`src/design/dcas_pkg.sv`:
```
package dcas_pkg;

   // ----------------------------------------------------------------
   // Register offsets (byte addresses)
   // ----------------------------------------------------------------
   localparam logic [7:0] ACCEL_CAL_SETTINGS_OFF = 8'h00;
   localparam logic [7:0] CAL_STATUS_SELECTION_OFF = 8'h04;
   localparam logic [7:0] DIV_PROG_OFF = 8'h08;
   localparam logic [7:0] DIV_CTRL_OFF = 8'h0C;
   localparam logic [7:0] SEQ_STATUS_OFF = 8'h10;

   // ----------------------------------------------------------------
   // Field positions
   // ----------------------------------------------------------------
   localparam int SETTLE_LSB = 0;
   localparam int FAST_LSB = 3;
   localparam int FRAC_SEL_LSB = 6;
   localparam int INT_SEL_BIT = 8;
   localparam int DIV_FRAC_LSB = 0;
   localparam int DIV_INT_LSB = 16;
   localparam int CTRL_RST_BIT = 0;
   localparam int CTRL_INTMODE_BIT = 1;

   // ----------------------------------------------------------------
   // Reset values
   // ----------------------------------------------------------------
   localparam logic [8:0] ACCEL_RESET = 9'h148;
   localparam logic [1:0] STATUS_SEL_RESET = 2'h0;
   localparam logic [31:0] DIV_PROG_RESET = 32'h0064_0000;
   localparam logic [1:0] DIV_CTRL_RESET = 2'h0;

   // ----------------------------------------------------------------
   // Fixed divider values (fraction is 16-bit, 1.0 = 2^16)
   // ----------------------------------------------------------------
   localparam logic [15:0] FIXED_INT = 16'h0064;
   localparam logic [15:0] FIXED_FRAC_QUARTER = 16'h4000;
   localparam logic [15:0] FIXED_FRAC_HALF = 16'h8000;

   // ----------------------------------------------------------------
   // Timing
   // ----------------------------------------------------------------
   localparam int CLK_HZ = 10_000_000;
   localparam int T_16US_US = 16;
   localparam int T_0P5MS_US = 500;
   localparam int T_1MS_US = 1000;
   localparam int T_2MS_US = 2000;
   localparam int T_4MS_US = 4000;
   localparam int CYC_16US = T_16US_US * (CLK_HZ / 1_000_000);
   localparam int CYC_0P5MS = T_0P5MS_US * (CLK_HZ / 1_000_000);
   localparam int CYC_1MS = T_1MS_US * (CLK_HZ / 1_000_000);
   localparam int CYC_2MS = T_2MS_US * (CLK_HZ / 1_000_000);
   localparam int CYC_4MS = T_4MS_US * (CLK_HZ / 1_000_000);
   localparam int RESYNC_CYC = 4;

   typedef enum logic [1:0] {
      DCAS_IDLE, DCAS_FAST, DCAS_SETTLE, DCAS_RESYNC
   } dcas_state_type;

endpackage

```
`src/design/dcas_interval.sv`:
```
`timescale 1ns/1ps
module dcas_interval
   import dcas_pkg::*;
(
   // Clock and reset
   input wire logic clk_i,
   input wire logic rst_i,
   // Control
   input wire logic start_i,
   input wire logic [2:0] code_i,
   // Status
   output logic busy_o,
   output logic done_o
);
   logic [15:0] cnt_q;
   logic [15:0] len;

   always_comb begin
      unique case (code_i)
         3'h1: len = 16'(CYC_0P5MS);
         3'h2: len = 16'(CYC_1MS);
         3'h3: len = 16'(CYC_2MS);
         3'h4: len = 16'(CYC_4MS);
         3'h7: len = 16'(CYC_16US);
         default: len = 16'h0000;
      endcase
   end

   always_ff @(posedge clk_i) begin
      if (rst_i) begin
         cnt_q <= 16'h0000;
         busy_o <= 1'b0;
         done_o <= 1'b0;
      end else begin
         done_o <= 1'b0;
         if (start_i) begin
            if (len == 16'h0000) begin
               done_o <= 1'b1;
               busy_o <= 1'b0;
            end else begin
               cnt_q <= len - 16'h0001;
               busy_o <= 1'b1;
            end
         end else if (busy_o) begin
            if (cnt_q == 16'h0000) begin
               busy_o <= 1'b0;
               done_o <= 1'b1;
            end else begin
               cnt_q <= cnt_q - 16'h0001;
            end
         end
      end
   end
endmodule

```
`src/design/dcas_top.sv`:
```
`timescale 1ns/1ps
// Function
// - After fixed integer, resynchronise divider before outputs enable
// - Fraction select: 0 programmed, 1 quarter, 2 half
// - After fixed fraction, resynchronise divider before outputs enable
// - After reset release, fast-lock flag high for coded time
// - Then settle with fast-lock low for coded time, default off
// - Fraction select 1 or 2 holds fixed fraction through both intervals
// - Two-bit status select picks calibration status readback
// - Integer mode applies in idle after accelerated calibration ends, or while divider reset bit is set
module dcas_top
   import dcas_pkg::*;
(
   // Clock and reset
   input wire logic MCLK_I,
   input wire logic RST_I,
   // APB slave
   input wire logic PSEL_I,
   input wire logic PENABLE_I,
   input wire logic PWRITE_I,
   input wire logic [7:0] PADDR_I,
   input wire logic [31:0] PWDATA_I,
   output logic [31:0] PRDATA_O,
   output logic PREADY_O,
   output logic PSLVERR_O,
   // Divider control
   output logic [15:0] DIV_INT_O,
   output logic [15:0] DIV_FRAC_O,
   output logic FAST_LOCK_O,
   output logic DIV_RESYNC_O,
   output logic INT_MODE_O,
   output logic CLK_OUT_EN_O,
   output logic [1:0] STATUS_SEL_O
);
   import dcas_pkg::*;

   // ----------------------------------------------------------------
   // Registers
   // ----------------------------------------------------------------
   logic [8:0] accel_q;
   logic [1:0] ssel_q;
   logic [31:0] prog_q;
   logic [1:0] ctrl_q;
   logic startup_q;
   logic rst_bit_d1_q;
   logic used_fixed_q;
   logic [2:0] rs_cnt_q;
   dcas_state_type state_q;
   logic fast_busy, fast_done, settle_busy, settle_done;
   logic start_fast, start_settle;
   logic wr, rd;
   logic [31:0] rdata;

   assign wr = PSEL_I & PENABLE_I & PWRITE_I;
   assign rd = PSEL_I & ~PENABLE_I & ~PWRITE_I;

   always_ff @(posedge MCLK_I) begin
      if (RST_I) begin
         accel_q <= ACCEL_RESET;
         ssel_q <= STATUS_SEL_RESET;
         prog_q <= DIV_PROG_RESET;
         ctrl_q <= DIV_CTRL_RESET;
      end else if (wr) begin
         unique case (PADDR_I)
            ACCEL_CAL_SETTINGS_OFF: accel_q <= PWDATA_I[8:0];
            CAL_STATUS_SELECTION_OFF: ssel_q <= PWDATA_I[1:0];
            DIV_PROG_OFF: prog_q <= PWDATA_I;
            DIV_CTRL_OFF: ctrl_q <= PWDATA_I[1:0];
            default: ;
         endcase
      end
   end

   // ----------------------------------------------------------------
   // APB read
   // ----------------------------------------------------------------
   always_comb begin
      rdata = 32'h0000_0000;
      unique case (PADDR_I)
         ACCEL_CAL_SETTINGS_OFF: rdata[8:0] = accel_q;
         CAL_STATUS_SELECTION_OFF: rdata[1:0] = ssel_q;
         DIV_PROG_OFF: rdata = prog_q;
         DIV_CTRL_OFF: rdata[1:0] = ctrl_q;
         SEQ_STATUS_OFF: rdata[2:0] = {CLK_OUT_EN_O, 2'(state_q)};
         default: ;
      endcase
   end

   always_ff @(posedge MCLK_I) begin
      if (RST_I) begin
         PRDATA_O <= 32'h0000_0000;
         PREADY_O <= 1'b0;
         PSLVERR_O <= 1'b0;
      end else begin
         PREADY_O <= PSEL_I & ~PENABLE_I;
         PSLVERR_O <= PSEL_I & ~PENABLE_I &
            (PADDR_I > SEQ_STATUS_OFF || PADDR_I[1:0] != 2'h0);
         if (rd) begin
            PRDATA_O <= rdata;
         end
      end
   end

   // ----------------------------------------------------------------
   // Interval timers
   // ----------------------------------------------------------------
   // startup or falling reset
   assign start_fast = (state_q == DCAS_IDLE) & ~ctrl_q[CTRL_RST_BIT] &
      (startup_q | rst_bit_d1_q);

   dcas_interval u_fast (
      .clk_i(MCLK_I),
      .rst_i(RST_I),
      .start_i(start_fast),
      .code_i(accel_q[FAST_LSB +: 3]),
      .busy_o(fast_busy),
      .done_o(fast_done)
   );

   assign start_settle = fast_done & (state_q == DCAS_FAST);

   dcas_interval u_settle (
      .clk_i(MCLK_I),
      .rst_i(RST_I),
      .start_i(start_settle),
      .code_i(accel_q[SETTLE_LSB +: 3]),
      .busy_o(settle_busy),
      .done_o(settle_done)
   );

   // ----------------------------------------------------------------
   // Sequencer
   // ----------------------------------------------------------------
   always_ff @(posedge MCLK_I) begin
      if (RST_I) begin
         state_q <= DCAS_IDLE;
         startup_q <= 1'b1;
         rst_bit_d1_q <= 1'b0;
         used_fixed_q <= 1'b0;
         rs_cnt_q <= 3'h0;
      end else begin
         rst_bit_d1_q <= ctrl_q[CTRL_RST_BIT];
         if (ctrl_q[CTRL_RST_BIT]) begin
            state_q <= DCAS_IDLE;
            startup_q <= 1'b0;
         end else begin
            unique case (state_q)
               DCAS_IDLE: begin
                  if (start_fast) begin
                     startup_q <= 1'b0;
                     state_q <= DCAS_FAST;
                     used_fixed_q <= accel_q[INT_SEL_BIT] |
                        (accel_q[FRAC_SEL_LSB +: 2] != 2'h0);
                  end
               end
               DCAS_FAST: begin
                  if (fast_done) begin
                     state_q <= DCAS_SETTLE;
                  end
               end
               DCAS_SETTLE: begin
                  if (settle_done) begin
                     if (used_fixed_q) begin
                        state_q <= DCAS_RESYNC;
                        rs_cnt_q <= 3'(RESYNC_CYC - 1);
                     end else begin
                        state_q <= DCAS_IDLE;
                     end
                  end
               end
               DCAS_RESYNC: begin
                  if (rs_cnt_q == 3'h0) begin
                     state_q <= DCAS_IDLE;
                  end else begin
                     rs_cnt_q <= rs_cnt_q - 3'h1;
                  end
               end
            endcase
         end
      end
   end

   // ----------------------------------------------------------------
   // Outputs
   // ----------------------------------------------------------------
   always_ff @(posedge MCLK_I) begin
      if (RST_I) begin
         DIV_INT_O <= 16'h0000;
         DIV_FRAC_O <= 16'h0000;
         FAST_LOCK_O <= 1'b0;
         DIV_RESYNC_O <= 1'b0;
         INT_MODE_O <= 1'b0;
         CLK_OUT_EN_O <= 1'b0;
         STATUS_SEL_O <= 2'h0;
      end else begin
         STATUS_SEL_O <= ssel_q;
         FAST_LOCK_O <= fast_busy & (state_q == DCAS_FAST);
         DIV_RESYNC_O <= (state_q == DCAS_RESYNC);
         INT_MODE_O <= ctrl_q[CTRL_INTMODE_BIT] & (state_q == DCAS_IDLE) &
            ~start_fast;
         CLK_OUT_EN_O <= (state_q == DCAS_IDLE) & ~start_fast &
            ~ctrl_q[CTRL_RST_BIT] & ~startup_q;
         DIV_INT_O <= prog_q[DIV_INT_LSB +: 16];
         DIV_FRAC_O <= prog_q[DIV_FRAC_LSB +: 16];
         if ((state_q == DCAS_FAST || state_q == DCAS_SETTLE) &&
            (fast_busy || settle_busy || start_settle)) begin
            if (accel_q[INT_SEL_BIT]) begin
               DIV_INT_O <= FIXED_INT;
            end
            unique case (accel_q[FRAC_SEL_LSB +: 2])
               2'h1: DIV_FRAC_O <= FIXED_FRAC_QUARTER;
               2'h2: DIV_FRAC_O <= FIXED_FRAC_HALF;
               default: ;
            endcase
         end
      end
   end
endmodule

```
`config.mk`:
```
export PLATFORM = sky130hd
export DESIGN_NAME = dcas_top
export DESIGN_NICKNAME = d
export VERILOG_FILES = /design/src/design/dcas_pkg.sv /design/src/design/dcas_interval.sv /design/src/design/dcas_top.sv
export SDC_FILE = /design/constraint.sdc
export NUM_CORES = 1
export LEC_CHECK = 0
export ABC_CLOCK_PERIOD_IN_PS = 8500
export BUFFER_PORTS_ARGS = -buffer_cell sky130_fd_sc_hd__buf_2
export CELL_PAD_IN_SITES_DETAIL_PLACEMENT = 1
export CELL_PAD_IN_SITES_GLOBAL_PLACEMENT = 1
export CORE_MARGIN = 8
export CORE_UTILIZATION = 40
export CTS_BUF_LIST = sky130_fd_sc_hd__clkbuf_16
export CTS_CLUSTER_SIZE = 40
export DETAILED_ROUTE_END_ITERATION = 12
export HOLD_SLACK_MARGIN = 0.1
export PLACE_DENSITY_LB_ADDON = 0.1
export SKIP_CTS_REPAIR_TIMING = 1
export SYNTH_ARGS = -nofsm -noshare
export SYNTH_HDL_FRONTEND = slang
export SYNTH_SLANG_ARGS = --single-unit
```
`constraint.sdc`:
```
create_clock -name MCLK_I -period 8.5 [get_ports MCLK_I]
set_clock_uncertainty 0.1 [all_clocks]
set_input_delay 0.425 -clock MCLK_I [delete_from_list [all_inputs] [get_ports MCLK_I]]
set_output_delay 0.425 -clock MCLK_I [all_outputs]
set_load 0.01 [all_outputs]
```
# After elaboration in Yosys (flattened, before gate mapping)
# Cells that the tools add are included.
[totals] register_bits=161 latch_bits=0 ramBits=0 mem_bits_ro=0 input_bits=45 output_inout_bits=72 word_cells=158 n_memories=0
[classes] n_addsub=5 n_mul=0 div=0 order_cmp=1 eq_ne=29 shifts=0 mux=47 bitwise=21 n_reduce_logical=30
[op_table] op="$mux W16" count=11
[op_table] op="$pmux W16 S5" count=2
[op_table] op="$logic_not A16 Y1" count=4
[op_table] op="$sub A16 B1 Y16 const B" count=4
[op_table] op="$pmux W16 S2" count=1
[op_table] op="$mux W23" count=1
[op_table] op="$mux W1" count=19
[op_table] op="$eq A8 B4 Y1 const B" count=2
[op_table] op="$ne A2 B2 Y1 const B" count=8
[op_table] op="$and A1 B1 Y1" count=14
[op_table] op="$reduce_bool A2 Y1" count=7
[op_table] op="$eq A3 B2 Y1 const B" count=4
[op_table] op="$eq A3 B3 Y1 const B" count=4
[op_table] op="$pmux W6 S2" count=1
[op_table] op="$mux W2" count=5
[op_table] op="$pmux W2 S5" count=1
[op_table] op="$reduce_and A2 Y1" count=5
[op_table] op="$mux W3" count=3
[op_table] op="$reduce_and A3 Y1" count=3
[op_table] op="$eq A8 B3 Y1 const B" count=1
[op_table] op="$eq A8 B5 Y1 const B" count=1
[op_table] op="$gt A8 B5 Y1 const B" count=1
[op_table] op="$logic_not A8 Y1" count=1
[op_table] op="$pmux W2 S4" count=1
[op_table] op="other kinds (16)" count=29

# Longest topological paths before layout
[depth] depth_word=7 mapped_depth=13 ltp_nobuf=10

# By module
# From an unflattened synthesis, not the netlist that was laid out.
[unflattened] cells_unflattened=809 area_unflattened_um2=7076.8
[by_module_without_submodules] module="dcas_top" instances=1 cells_each=475 area_per_inst_um2=4539.4
[by_module_without_submodules] module="dcas_interval" instances=2 cells_each=167 area_per_inst_um2=1268.7

# Worst setup path after synthesis
# Ideal clock, no wire load.
[synth_path] path_kind="reg2reg" from="register state_q[0]" to="register u_fast.cnt_q[10]" setup_time_ns=0.070 arrival_time_ns=2.638 t_required_ns=8.330 setup_slack_ns=5.691 path_stages_with_launch=13 path_buffers=3 period_less_slack_ns=2.809 cell_sequence="dfxtp_1 -> inv_1 -> ha_1 -> nor2b_1 -> o21ai_0 -> buf_2 -> buf_2 -> clkbuf_1 -> nand2_1 -> ha_1 -> and4bb_2 -> mux2_2 -> a21oi_1"
[synth_via] elab_chain_cells=5 elab_cells_between_ends=8 classes_between="eq/ne (2); mux (1); bitwise (2); reduce/logical (3)"
[synth_lines] item="start: declaration" line_no="dcas_top.sv:48" source="dcas_state_type state_q;"
[synth_lines] item="start signal: assignment" line_no="dcas_top.sv:136" source="state_q <= DCAS_IDLE;"
[synth_lines] item="start signal: assignment" line_no="dcas_top.sv:144" source="state_q <= DCAS_IDLE;"
[synth_lines] item="start signal: assignment" line_no="dcas_top.sv:151" source="state_q <= DCAS_FAST;"
[synth_lines] item="$logic_not A2 Y1 *" line_no="dcas_top.sv:108" source="assign start_fast = (state_q == DCAS_IDLE) & ~ctrl_q[CTRL_RST_BIT] &"
[synth_lines] item="$and A1 B1 Y1 * (2 in a row)" line_no="dcas_top.sv:108"
[synth_lines] item="$ne A2 B2 Y1 (no source line) or $reduce_bool A2 Y1 (tied branches)"
[synth_lines] item="$reduce_and A3 Y1 (no source line)"
[synth_lines] item="end signal: assignment" line_no="dcas_interval.sv:41" source="cnt_q <= len - 16'h0001;"
[synth_lines] item="end signal: assignment" line_no="dcas_interval.sv:49" source="cnt_q <= cnt_q - 16'h0001;"
[synth_lines] item="end: declaration" line_no="dcas_interval.sv:15" source="logic [15:0] cnt_q;"
# Mark *: on every way between the ends. The rest lies on a longest branch, timed or not.
# A chain may end at the register's enable or synchronous reset.

# Worst setup path in the final report
[layout_path] from="register state_q[1]" to="register u_settle.cnt_q[5]"
[layout_via] elab_chain_cells=4 elab_cells_between_ends=7 classes_between="eq/ne (3); mux (1); bitwise (1); reduce/logical (2)"
[layout_lines] item="$eq A2 B1 Y1 *" line_no="dcas_top.sv:120" source="assign start_settle = fast_done & (state_q == DCAS_FAST);"
[layout_lines] item="$and A1 B1 Y1 *" line_no="dcas_top.sv:120"
[layout_lines] item="$ne A2 B2 Y1 (no source line) or $reduce_bool A2 Y1 (tied branches)"
[layout_lines] item="$reduce_and A3 Y1 (no source line)"
[layout_lines] item="end signal: assignment" line_no="dcas_interval.sv:41"
[layout_lines] item="end signal: assignment" line_no="dcas_interval.sv:49"
[layout_lines] item="end: declaration" line_no="dcas_interval.sv:15"
# Marked as above.

==> impl_results.md <==
* Core ar. at 0.0172 mm^2
* Synthesized net count at 869
* Routed wire per std cell at 18.9 um
* Reg power frac at 0.405
* Yosys reg bits at 161
* Post-synth EDFFs at 0
* CTS clk-pin slew, worst paths at 0.07 ns
* Post-DRT Antenna Nets at 0
* Vias in the first global route at 6,646
* Worst Hold End: prog_q[10]
* NumNets Final at 956
* Global route overflow at 0
* WHS at 0.139 ns
* Crit Reg-Reg Endpoint: u_settle.cnt_q[5]
* FP Rows at 48
* Slew at the pin closest to its max-slew limit at 1.22 ns
* Critical R2R Launch: state_q[1]
* RSZ-0062 raised after global routing: no
* Detailed-route DRC error count at 0
* Initial DRC count at 297
* Worst Hold Class: in2reg
* Via-to-Cell Ratio at 5.50
* Root Buffer: clkbuf_16
* Switch share at 0.344
* Final Hold Violating Endpoints at 0
* Final Max Tran Viols at 0
* Die W at 148 um
* Register area share after synthesis at 0.461
* FMAX at 290 MHz
* CTS Sinks at 161
* Leakage at 3.42 nW
* Layout cells sized above 1 at 0.201
* Mapped Cells at 812
* Clock power frac at 0.351
* Post-synth ARST share at 0
* N_diodes at 0
* Setup TNS at 0 ns
* P_int at 1.38 mW
* Die Area at 0.0219 mm^2
* Pwr/cell area at 255 mW/mm^2
* Initial antenna violation count at 0
* Total number of vias at 6,256
* Crit Path Max Fanout at 24
* GRT Util Overall at 0.196
* Max Cap Viol at 0
* Worst Hold Path Cells at 3
* GP Congestion at 0.839
* Finished Cell Area at 0.00825 mm^2
* Mean Syn Cell Area at 8.60 um^2
* Yosys warns at 0
* Clock buffer count from CTS at 17
* Top_reg_cell synth: dfxtp_1
* Drt total wl at 21.4 mm
* Post-synthesis cell type count at 70
* Detailed placer's ending HPWL at 15.5 mm
* I/O Buffers at 116
* First-pass GRT wire length at 35.1 mm
* Slew headroom at 0.169
* Initial Util at 0.407
* R2R depth at 8
* Combinational share of power at 0.244
* Internal reg-to-reg setup slack at 5.05 ns
* Worst path required time at 8.75 ns
* Clock buffer depth at 2
* Area after DPL at 0.00767 mm^2
* Status: finished, final reports clean
* Hold path start: PWDATA_I[10]
* IO Pins at 117
* Worst-Skew Late Latency at 0.43 ns
* Pin count of the biggest net entering global routing at 89
* Area Overhead vs Synth at 18.1%
* Worst vdd ir at 0.141 mV
* Tmin final at 3.45 ns
* Switching pwr at 0.725 mW
* Final worst path period share at 0.405
* Critical path type: reg2reg
* CTS tree: built
* Data arrival time of the worst path at 3.70 ns
* Htree depth at 4
* Netlist Area Pre-Place at 0.00699 mm^2
* Crit path capture type: flip-flop
* Nature of the critical path startpoint: flip-flop
* Die H at 148 um
* DR pass1 iterations at 4
* Final setup viols at 0
critical path, cell delays in order (launching register included):
cell and delay, ns:
dfxtp_1 0.38, inv_1 0.14, ha_1 0.42, nand2_1 0.61, nand2_1 0.29, a21oi_1 0.10, a21oi_1 0.88, o21ai_0 0.25
a21oi_1 0.21
final cells by class:
cell class	instances	area, um^2
Fill cell	2081	8930
Multi-Input combinational cell	577	3460
Clock buffer	17	425
Timing Repair Buffer	125	651
Inverter	17	63.8
Tap cell	225	282
Clock inverter	15	150
Sequential cell	161	3220
layout by cell type (no fill, tap or decap), types with 4 or more instances in the layout:
cell type and count:
nor2b_1 6, ha_1 12, a21oi_1 76, a22o_1 20, o211ai_1 7, clkbuf_16 17
or4_1 7, inv_8 5, nand4_1 4, nand3_1 24, buf_2 115, buf_4 10
nor3b_1 5, nor3_1 17, xnor2_1 6, a211oi_1 12, nor2_1 63, mux2i_1 20
nor4_1 6, mux2_2 8, nand3b_1 5, and2_1 4, o21ai_0 36, dfxtp_1 161
a31oi_1 8, nand2_1 122, nand2b_1 11, inv_1 18, xor2_1 4, and3_1 31
sequential cells by signal, summed over array words and instances (netlist names), 2 cells and up:
signal          count
PRDATA_O           32
prog_q             32
DIV_FRAC_O         16
DIV_INT_O          16
u_fast.cnt_q       16
u_settle.cnt_q     16
accel_q             9
rs_cnt_q            3
STATUS_SEL_O        2
ctrl_q              2
ssel_q              2
state_q             2
routing by layer:
metal  vias up  wire length (um)  global-route usage
met3        21               942              0.0431
met5         -                 0                   0
met4         0               301              0.0556
li1       3054                 -                   -
met1      3057              9660               0.234
met2       124             10500               0.345
power groups by stage:
stage                     Sequential, mW  Combinational [mW]  Clock, mW
final                              0.854               0.513      0.740
after global routing               0.860               0.576      0.786
after CTS                          0.853               0.518      0.754
after detailed placement           0.870               0.513          0
after global placement             0.866               0.490          0
after floorplan                    0.854               0.386          0
how the worst max path moves through the flow:
| stage | from | cells past startpoint | slack, ns | end |
|---|---|---|---|---|
| 2_1_floorplan | state_q[0] | 12 | 5.69 | u_fast.cnt_q[10] |
| 3_3_place_gp | PADDR_I[1] | 6 | 5.17 | accel_q[5] |
| 3_5_place_dp | PADDR_I[1] | 8 | 4.98 | prog_q[26] |
| 4_1_cts | state_q[1] | 8 | 5.02 | u_settle.cnt_q[5] |
| 5_1_grt | state_q[1] | 8 | 4.68 | u_settle.cnt_q[14] |
| 6_report | state_q[1] | 8 | 5.05 | u_settle.cnt_q[5] |
logic make-up (layout without fill, tap and decap cells):
group	Yosys count	in the layout	synth area share
flip-flops	161	161	0.461
buffers and inverters	74	174	0.0462
XOR/XNOR	10	10	0.0125
adder cells (fa/ha/maj)	12	12	0.0215
multiplexers	29	29	0.0435
AND/OR/NAND/NOR	327	327	0.230
AO/OA/AOI/OAI	199	199	0.184
per-stage QoR:
stage / setup WS [ns] / util / power, mW / instances
3_3_place_gp: 5.17 / 0.447 / 1.36 / 1105
3_5_place_dp: 4.98 / 0.447 / 1.38 / 1105
5_1_grt: 4.68 / 0.480 / 2.22 / 1137
6_report: 5.05 / 0.480 / 2.11 / 1137
4_1_cts: 5.02 / 0.480 / 2.12 / 1137
2_1_floorplan: 5.69 / - / 1.24 / 812
Yosys cell counts (all sizes together), types with 7 or more instances:
cell type | n | area share
mux2 | 8 | 0.013
nor3 | 19 | 0.016
a22o | 20 | 0.025
nand3 | 24 | 0.017
inv | 17 | 0.0091
buf | 24 | 0.019
or4 | 10 | 0.012
nor4 | 7 | 0.0072
nand2b | 11 | 0.0099
nand2 | 123 | 0.066
clkbuf | 33 | 0.018
a31oi | 8 | 0.0072
o211ai | 7 | 0.0075
dfxtp | 161 | 0.46
nor2 | 64 | 0.035
mux2i | 21 | 0.031
a211oi | 12 | 0.013
o21ai | 37 | 0.027
and3 | 31 | 0.028
a21oi | 76 | 0.054
ha | 12 | 0.021
Note: power is estimated with default switching activity, not from simulation.
